--- src/design/wdsl_defs.svh ---
// Purpose: Offsets, field positions, reset values and keys of the watchdog status/lock block
// Assumes: APB byte addresses, 32-bit data, one aligned word per register
// Notes:   Definitions only
`ifndef WDSL_DEFS_SVH
`define WDSL_DEFS_SVH

`define WDSL_OFF_LOAD      12'h000
`define WDSL_OFF_VALUE     12'h004
`define WDSL_OFF_CTRL      12'h008
`define WDSL_OFF_ICLR      12'h00C
`define WDSL_OFF_RIS       12'h010
`define WDSL_OFF_MIS       12'h014
`define WDSL_OFF_IMASK     12'h018
`define WDSL_OFF_ISTAT     12'h01C
`define WDSL_OFF_TEST      12'h418
`define WDSL_OFF_LOCK      12'hC00
`define WDSL_OFF_ID_LOW    12'hFD0
`define WDSL_OFF_ID_SECOND 12'hFD4

`define WDSL_UNLOCK_KEY    32'h1ACC_E551
`define WDSL_LOAD_RESET    32'hFFFF_FFFF
`define WDSL_LOCKED_VALUE  32'h0000_0001
`define WDSL_UNLOCKED_VAL  32'h0000_0000
`define WDSL_STALL_BIT     8
`define WDSL_CTRL_IRQ_ENABLE 0
`define WDSL_CTRL_RST_ENABLE 1
`define WDSL_EV_TIMEOUT    0
`define WDSL_EV_RESET      1
`define WDSL_EV_W          2

// Identification bytes; values are arbitrary
`define WDSL_ID_LOW_BYTE    8'h5A
`define WDSL_ID_SECOND_BYTE 8'hC3

`endif

--- src/design/wdsl_pkg.sv ---
// Purpose: Types shared by the watchdog status/lock block
// Assumes: Nothing
// Notes:   Constants live in wdsl_defs.svh
package wdsl_pkg;
  typedef enum logic [1:0] {
    WDSL_IDLE  = 2'b00,
    WDSL_ARMED = 2'b01,
    WDSL_FIRED = 2'b10
  } wdsl_state_t;
endpackage : wdsl_pkg

--- src/design/wdsl_if.sv ---
// Purpose: Link between register front end and counter core
// Assumes: Single clock
// Notes:   Pulses are one cycle
`timescale 1ns/1ps
`default_nettype none
interface wdsl_if;
  logic        reload;
  logic [31:0] load_value;
  logic        run;
  logic        stall;
  logic        timeout;
  logic [31:0] count;
  modport regs (output reload, output load_value, output run, output stall,
                input timeout, input count);
  modport core (input reload, input load_value, input run, input stall,
                output timeout, output count);
endinterface : wdsl_if
`default_nettype wire

--- src/design/wdsl_counter.sv ---
// Purpose: 32-bit down counter of the watchdog
// Assumes: reload and timeout are single-cycle pulses
// Notes:   Reload wins over counting
`timescale 1ns/1ps
`default_nettype none
`include "wdsl_defs.svh"
module wdsl_counter (
  // Clock and reset
  input  wire logic clk,
  input  wire logic arst_n,
  // Front end
  wdsl_if.core      lnk
);
  logic [31:0] count;
  logic        timeout;
  wire         at_zero = (count == 32'h0000_0000);
  wire         counting = lnk.run && !lnk.stall;

  assign lnk.count   = count;
  assign lnk.timeout = timeout;

  always_ff @(posedge clk or negedge arst_n) begin
    if (!arst_n) begin
      count   <= `WDSL_LOAD_RESET;
      timeout <= 1'b0;
    end else begin
      timeout <= 1'b0;
      if (lnk.reload) begin
        count <= lnk.load_value;
      end else if (counting && at_zero) begin
        count   <= lnk.load_value;
        timeout <= 1'b1;
      end else if (counting) begin
        count <= count - 32'h0000_0001;
      end
    end
  end
endmodule : wdsl_counter
`default_nettype wire

--- src/design/wdsl_top.sv ---
// Purpose: Watchdog status, clear, lock, debug stall and identification registers
// Assumes: APB slave, 100 MHz clk, asynchronous active-low reset
// Notes:   debug_halt comes from another domain and is synchronised
// Operation
// - Any clear write drops interrupt, reloads counter
// - Clear register write-only, reads zero
// - Raw status bit 0 shows unmasked interrupt
// - Masked bit is raw AND interrupt enable
// - Key written to lock unlocks writes
// - Other lock value relocks, blocking writes
// - Lock read returns one locked, zero unlocked
// - Stall bit freezes counter during debug halt
// - Identification registers are constant bytes
// - Reserved bits read zero, software preserves
// - Zero reached: interrupt, reload, keep counting
// - Second zero before clear asserts reset
// - Interrupt enable sticks until hardware reset
`timescale 1ns/1ps
`default_nettype none
`include "wdsl_defs.svh"
module wdsl_top (
  // Clock and reset
  input  wire logic        clk,
  input  wire logic        arst_n,
  // APB slave
  input  wire logic        psel,
  input  wire logic        penable,
  input  wire logic        pwrite,
  input  wire logic [11:0] paddr,
  input  wire logic [31:0] pwdata,
  output var  logic [31:0] prdata,
  output var  logic        pready,
  output var  logic        pslverr,
  // Debug
  input  wire logic        debug_halt,
  // Outputs to the system
  output var  logic        timeout_interrupt,
  output var  logic        system_reset_out,
  output var  logic        irq
);
  wdsl_if lnk ();

  wdsl_counter u_counter (
    .clk    (clk),
    .arst_n (arst_n),
    .lnk    (lnk)
  );

  // Registers
  logic [31:0]                reload_value;
  logic                       interrupt_enable_bit;
  logic                       reset_enable_bit;
  logic                       stall_enable;
  logic                       locked;
  logic                       raw_int;
  logic [`WDSL_EV_W-1:0]      ev_status;
  logic [`WDSL_EV_W-1:0]      ev_mask;
  logic                       reload_pulse;
  logic                       halt_meta;
  logic                       halt_sync;
  wdsl_pkg::wdsl_state_t      state;
  wdsl_pkg::wdsl_state_t      next_state;

  function automatic logic hit(input logic [11:0] a, input logic [11:0] off);
    hit = (a[11:2] == off[11:2]);
  endfunction : hit

  // Bus decode
  wire acc      = psel && penable;
  wire wr       = acc && pwrite;
  wire rd_ok    = !pwrite;
  wire sel_load = hit(paddr, `WDSL_OFF_LOAD);
  wire sel_val  = hit(paddr, `WDSL_OFF_VALUE);
  wire sel_ctrl = hit(paddr, `WDSL_OFF_CTRL);
  wire sel_iclr = hit(paddr, `WDSL_OFF_ICLR);
  wire sel_ris  = hit(paddr, `WDSL_OFF_RIS);
  wire sel_mis  = hit(paddr, `WDSL_OFF_MIS);
  wire sel_imsk = hit(paddr, `WDSL_OFF_IMASK);
  wire sel_ist  = hit(paddr, `WDSL_OFF_ISTAT);
  wire sel_test = hit(paddr, `WDSL_OFF_TEST);
  wire sel_lock = hit(paddr, `WDSL_OFF_LOCK);
  wire sel_id0  = hit(paddr, `WDSL_OFF_ID_LOW);
  wire sel_id1  = hit(paddr, `WDSL_OFF_ID_SECOND);
  wire mapped   = sel_load | sel_val | sel_ctrl | sel_iclr | sel_ris | sel_mis | sel_imsk
                | sel_ist | sel_test | sel_lock | sel_id0 | sel_id1;

  // Writes other than to the lock are suppressed while locked
  wire wr_open  = wr && !locked;
  wire wr_load  = wr_open && sel_load;
  wire wr_ctrl  = wr_open && sel_ctrl && !interrupt_enable_bit;
  wire wr_iclr  = wr_open && sel_iclr;
  wire wr_test  = wr_open && sel_test;
  wire wr_imsk  = wr_open && sel_imsk;
  wire wr_ist   = wr_open && sel_ist;
  wire wr_lock  = wr && sel_lock;
  wire key_ok   = (pwdata == `WDSL_UNLOCK_KEY);
  wire run_on   = wr_ctrl && pwdata[`WDSL_CTRL_IRQ_ENABLE];

  // Counter core link
  assign lnk.load_value = wr_load ? pwdata : reload_value;
  assign lnk.reload     = reload_pulse;
  assign lnk.run        = interrupt_enable_bit;
  assign lnk.stall      = stall_enable && halt_sync;

  // Second time-out detection
  wire second_to = lnk.timeout && raw_int;
  wire fire_rst  = second_to && reset_enable_bit;

  always_comb begin
    next_state = state;
    case (state)
      // State tracks the raw bit: a time-out beats a clear in the same cycle
      wdsl_pkg::WDSL_IDLE: begin
        if (fire_rst) begin
          next_state = wdsl_pkg::WDSL_FIRED;
        end else if (lnk.timeout) begin
          next_state = wdsl_pkg::WDSL_ARMED;
        end
      end
      wdsl_pkg::WDSL_ARMED: begin
        if (fire_rst) begin
          next_state = wdsl_pkg::WDSL_FIRED;
        end else if (wr_iclr && !lnk.timeout) begin
          next_state = wdsl_pkg::WDSL_IDLE;
        end
      end
      wdsl_pkg::WDSL_FIRED: next_state = wdsl_pkg::WDSL_FIRED;
      default:              next_state = wdsl_pkg::WDSL_IDLE;
    endcase
  end

  // Read data; reserved bits read zero, clear register reads zero
  wire [31:0] rd_data =
      sel_load ? reload_value :
      sel_val  ? lnk.count :
      sel_ctrl ? {30'h0, reset_enable_bit, interrupt_enable_bit} :
      sel_ris  ? {31'h0, raw_int} :
      sel_mis  ? {31'h0, raw_int & interrupt_enable_bit} :
      sel_imsk ? {30'h0, ev_mask} :
      sel_ist  ? {30'h0, ev_status} :
      sel_test ? {23'h0, stall_enable, 8'h00} :
      sel_lock ? (locked ? `WDSL_LOCKED_VALUE : `WDSL_UNLOCKED_VAL) :
      sel_id0  ? {24'h0, `WDSL_ID_LOW_BYTE} :
      sel_id1  ? {24'h0, `WDSL_ID_SECOND_BYTE} :
      32'h0000_0000;

  // Events: set wins over write-one-to-clear
  wire [`WDSL_EV_W-1:0] ev_set   = {fire_rst, lnk.timeout};
  wire [`WDSL_EV_W-1:0] ev_clr   = wr_ist ? pwdata[`WDSL_EV_W-1:0] : 2'b00;
  wire [`WDSL_EV_W-1:0] next_ev  = (ev_status & ~ev_clr) | ev_set;

  // Interrupt line: raw set by time-out, cleared by clear write; time-out wins
  wire next_raw = lnk.timeout ? 1'b1 : (wr_iclr ? 1'b0 : raw_int);

  always_ff @(posedge clk or negedge arst_n) begin
    if (!arst_n) begin
      halt_meta <= 1'b0;
      halt_sync <= 1'b0;
    end else begin
      halt_meta <= debug_halt;
      halt_sync <= halt_meta;
    end
  end

  always_ff @(posedge clk or negedge arst_n) begin
    if (!arst_n) begin
      reload_value         <= `WDSL_LOAD_RESET;
      interrupt_enable_bit <= 1'b0;
      reset_enable_bit     <= 1'b0;
      stall_enable         <= 1'b0;
      locked               <= 1'b0;
    end else begin
      if (wr_load) begin
        reload_value <= pwdata;
      end
      if (wr_ctrl) begin
        interrupt_enable_bit <= pwdata[`WDSL_CTRL_IRQ_ENABLE];
        reset_enable_bit     <= pwdata[`WDSL_CTRL_RST_ENABLE];
      end
      if (wr_test) begin
        stall_enable <= pwdata[`WDSL_STALL_BIT];
      end
      if (wr_lock) begin
        locked <= !key_ok;
      end
    end
  end

  always_ff @(posedge clk or negedge arst_n) begin
    if (!arst_n) begin
      raw_int      <= 1'b0;
      reload_pulse <= 1'b0;
      ev_status    <= 2'b00;
      ev_mask      <= 2'b00;
      state        <= wdsl_pkg::WDSL_IDLE;
    end else begin
      raw_int      <= next_raw;
      reload_pulse <= wr_iclr || wr_load || run_on;
      ev_status    <= next_ev;
      state        <= next_state;
      if (wr_imsk) begin
        ev_mask <= pwdata[`WDSL_EV_W-1:0];
      end
    end
  end

  // Outputs, all registered
  always_ff @(posedge clk or negedge arst_n) begin
    if (!arst_n) begin
      prdata            <= 32'h0000_0000;
      pready            <= 1'b0;
      pslverr           <= 1'b0;
      timeout_interrupt <= 1'b0;
      system_reset_out  <= 1'b0;
      irq               <= 1'b0;
    end else begin
      pready            <= psel && !penable;
      pslverr           <= psel && !penable && !mapped;
      prdata            <= (psel && !penable && rd_ok) ? rd_data : 32'h0000_0000;
      timeout_interrupt <= next_raw && interrupt_enable_bit;
      system_reset_out  <= (next_state == wdsl_pkg::WDSL_FIRED);
      irq               <= |(next_ev & ev_mask);
    end
  end
endmodule : wdsl_top
`default_nettype wire

--- config.mk ---
export PLATFORM = sky130hd
export DESIGN_NAME = wdsl_top
export DESIGN_NICKNAME = d
export VERILOG_FILES = /design/src/design/wdsl_pkg.sv /design/src/design/wdsl_if.sv /design/src/design/wdsl_counter.sv /design/src/design/wdsl_top.sv
export VERILOG_INCLUDE_DIRS = /design/src /design/src/design
export SDC_FILE = /design/constraint.sdc
export NUM_CORES = 1
export LEC_CHECK = 0
export BUFFER_PORTS_ARGS = -buffer_cell sky130_fd_sc_hd__buf_2
export CAP_MARGIN = 20
export CORE_MARGIN = 1.5
export CORE_UTILIZATION = 45
export CTS_BUF_LIST = sky130_fd_sc_hd__clkbuf_8
export CTS_CLUSTER_DIAMETER = 40
export DETAILED_ROUTE_END_ITERATION = 8
export PLACE_DENSITY = 0.65
export REMOVE_ABC_BUFFERS = 1
export SYNTH_ARGS = -nofsm -noshare
export SYNTH_HDL_FRONTEND = slang
export SYNTH_HIERARCHICAL = 1
export SYNTH_SLANG_ARGS = --single-unit
--- constraint.sdc ---
create_clock -name clk -period 7.1 [get_ports clk]
set_clock_uncertainty 0.1 [all_clocks]
set_input_delay 1.42 -clock clk [delete_from_list [all_inputs] [get_ports clk]]
set_output_delay 1.42 -clock clk [all_outputs]
set_load 0.005 [all_outputs]
==> metrics.txt <==
CTS root buf=clkbuf_8; drt pass-1 iters=5; vias after detailed routing=4869; Initial Util=46.2%; initial antenna violation count=0; Netlist Area Pre-Place=0.00612 mm²; largest net degree at the start of global routing=81; Inserted Diodes=0; Avg Cell Area, Syn=10.8 µm²; clk sinks=116; Slew headroom=32.8%; Setup violations, final=0; Max Clk Rate=0.286 GHz; ys async rst share=100%; TritonCTS Buffers=17; worst skew pair latency=0.46 ns; CTS tree=yes; Final GP Congestion=0.902; outcome=complete, no violations; critical path cell sequence=buf_2 -> nor4_2 -> nand3_2 -> nor4_4 -> buf_4 -> mux2_1 -> nand2_1 -> o21ai_0 -> a311o_1; DIE AREA=0.0143 mm²; fraction of layout cells with a size suffix above 1=41.2%; worst setup margin=3.60 ns; Area Growth Syn to Fin=15.8%; CP Launch Type=input pin; Tightest Pin Transition=1.01 ns; Setup Fix Bufs, Post-CTS=0; worst path arrival time=3.79 ns; grt total ovfl=0; clock-pin slew on the worst setup and hold paths=0.07 ns; leading cell type in the layout, fill and taps excluded=buf_2; vias in the first global route=4800; # hold bufs at CTS=0; DR WL/cell=18.4 µm; minimum clock period after layout=3.50 ns; critical path endpoint category=register; maximum VDD drop=0.116 mV; # rows=42; Slowest Stage Delay on Critical Path=0.53 ns; Lkg Pwr=2.92 nW; Post-DP HPWL=10600 µm; number of distinct library cells after synthesis=73; I/O pin cnt=87; pwr/cell area=210 mW/mm²; DRC errors left=0; Util after Layout=53.5%; die span in x=120 µm; Yosys warnings=6; NumNets Final=700; Min-Delay Path Class=register to register; slowest CP cell=buf_4; register bit total from synthesis=116; Place WS=3.15 ns; final wirelength=15400 µm; global-route wire length before repair=25100 µm; setup TNS=0 ns; kind of critical path=input pin to register; buffers and inverters on the worst path=2; number of synthesized flops with an enable pin=0; PortBufs=84; Slew Limit Fails=0; Worst Hold Slack=0.258 ns; Max-Cap Viols=0; 1st-iter DRT viols=279; Die Height=120 µm; sequential fraction of the synthesis area=48.7%; final hold vios=0; clk buf depth=2; post-synthesis cell count=567; most frequent cells in the layout=83 x buf_2, 64 x dfstp_2, 52 x dfrtp_1; Via density=5.81; unrepaired setup endpoints after global routing=false; CTS H-tree lvls=4; CP Data Required Time=7.39 ns; Final ANT Viol Nets=0; post-cts sizing count=0; GRT Total Usage=22.5%; Synth Flop Type=dfstp_2; CP top delay family=simple AND/OR/NAND/NOR gates; Core Box Area=0.0132 mm²; period utilization=49.3%; CP max FO=35
## cells by family (layout without fill, tap and decap cells)
kind of cell             Yosys count  after routing  share of synthesized area, %
AO/OA/AOI/OAI                    123            123                          15.4
buffers and inverters             44            139                          4.01
multiplexers                      39             39                          8.28
adder cells (fa/ha/maj)            1              1                         0.204
AND/OR/NAND/NOR                  237            237                          22.4
flip-flops                       116            116                          48.7
XOR/XNOR                           7              7                          1.00
## power breakdown
part,switching (mW),internal [mW]
Clock,0.267,0.394
Sequential,0.0305,0.698
Combinational,0.0608,0.0407
## cells in the mapped netlist, drive strengths merged (4+ instances only)
| cell type | number | area share (%) |
|---|---|---|
| xnor2 | 5 | 0.72 |
| mux2i | 6 | 0.98 |
| or2 | 4 | 0.41 |
| or3 | 9 | 1.0 |
| inv | 13 | 0.80 |
| nor3 | 21 | 2.1 |
| nor2b | 8 | 0.82 |
| nand3 | 23 | 2.0 |
| buf | 14 | 2.2 |
| or4 | 11 | 1.4 |
| nor4bb | 4 | 0.65 |
| nand4 | 10 | 1.0 |
| dfstp | 64 | 27 |
| clkbuf | 16 | 0.98 |
| a211oi | 5 | 0.61 |
| nand2b | 8 | 0.82 |
| nor4 | 22 | 3.3 |
| a31oi | 10 | 1.0 |
| and2 | 4 | 0.41 |
| nand2 | 41 | 2.5 |
| nor2 | 61 | 4.6 |
| mux2 | 33 | 7.3 |
| a21oi | 19 | 1.6 |
| dfrtp | 52 | 21 |
| and3 | 4 | 0.41 |
| a22oi | 23 | 4.5 |
| o21ai | 30 | 2.5 |
## worst paths after layout
| kind | startpoint | endpoint | slack (ns) | depth (start not counted) |
|---|---|---|---|---|
| worst max-delay path | paddr[6] | u_counter/lnk.count[19] | 3.60 | 9 |
| worst min register to register | halt_meta | halt_sync | 0.26 | 0 |
| min in group asynchronous | arst_n | ev_status[0] | 0.68 | 1 |
| worst max register to register | u_counter/lnk.count[17] | u_counter/lnk.count[19] | 4.15 | 6 |
| max in group asynchronous | arst_n | reload_value[24] | 5.11 | 3 |
| worst min-delay path | halt_meta | halt_sync | 0.26 | 0 |
## sequential cells by signal, indices dropped and copies added, names as in the netlist
name / cells
reload_value: 32
pslverr: 1
lnk.reload: 1
system_reset_out: 1
ev_status: 2
raw_int: 1
stall_enable: 1
pready: 1
interrupt_enable_bit: 1
halt_meta: 1
locked: 1
reset_enable_bit: 1
halt_sync: 1
irq: 1
u_counter/lnk.timeout: 1
prdata: 32
u_counter/lnk.count: 32
ev_mask: 2
state: 2
timeout_interrupt: 1
## through the flow
stage,area (µm²),total power [mW],std cells
final,7090,1.49,838
after global routing,7090,1.55,838
after CTS,7060,1.50,837
after detailed placement,6640,0.838,805
after global placement,6640,0.833,805
after floorplan,5930,0.779,537
## cell type report
| type | count | area (µm²) |
|---|---|---|
| fillers | 1229 | 6150 |
| flip-flops and latches | 116 | 2980 |
| multi-input cells | 407 | 2900 |
| repair buffers | 93 | 510 |
| clock buffers | 19 | 262 |
| well taps | 176 | 220 |
| clock inverters | 13 | 165 |
| inverters | 14 | 52.6 |
## per-layer routing
layer / wire, µm / global-route usage [%] / vias to the layer above
met3: 842 / 5.70 / 18
li1: - / - / 2273
met2: 7240 / 35.3 / 154
met1: 7110 / 30.6 / 2424
met4: 195 / 7.59 / 0
met5: 0 / 0 / -
(Power assumes the default switching activity.)
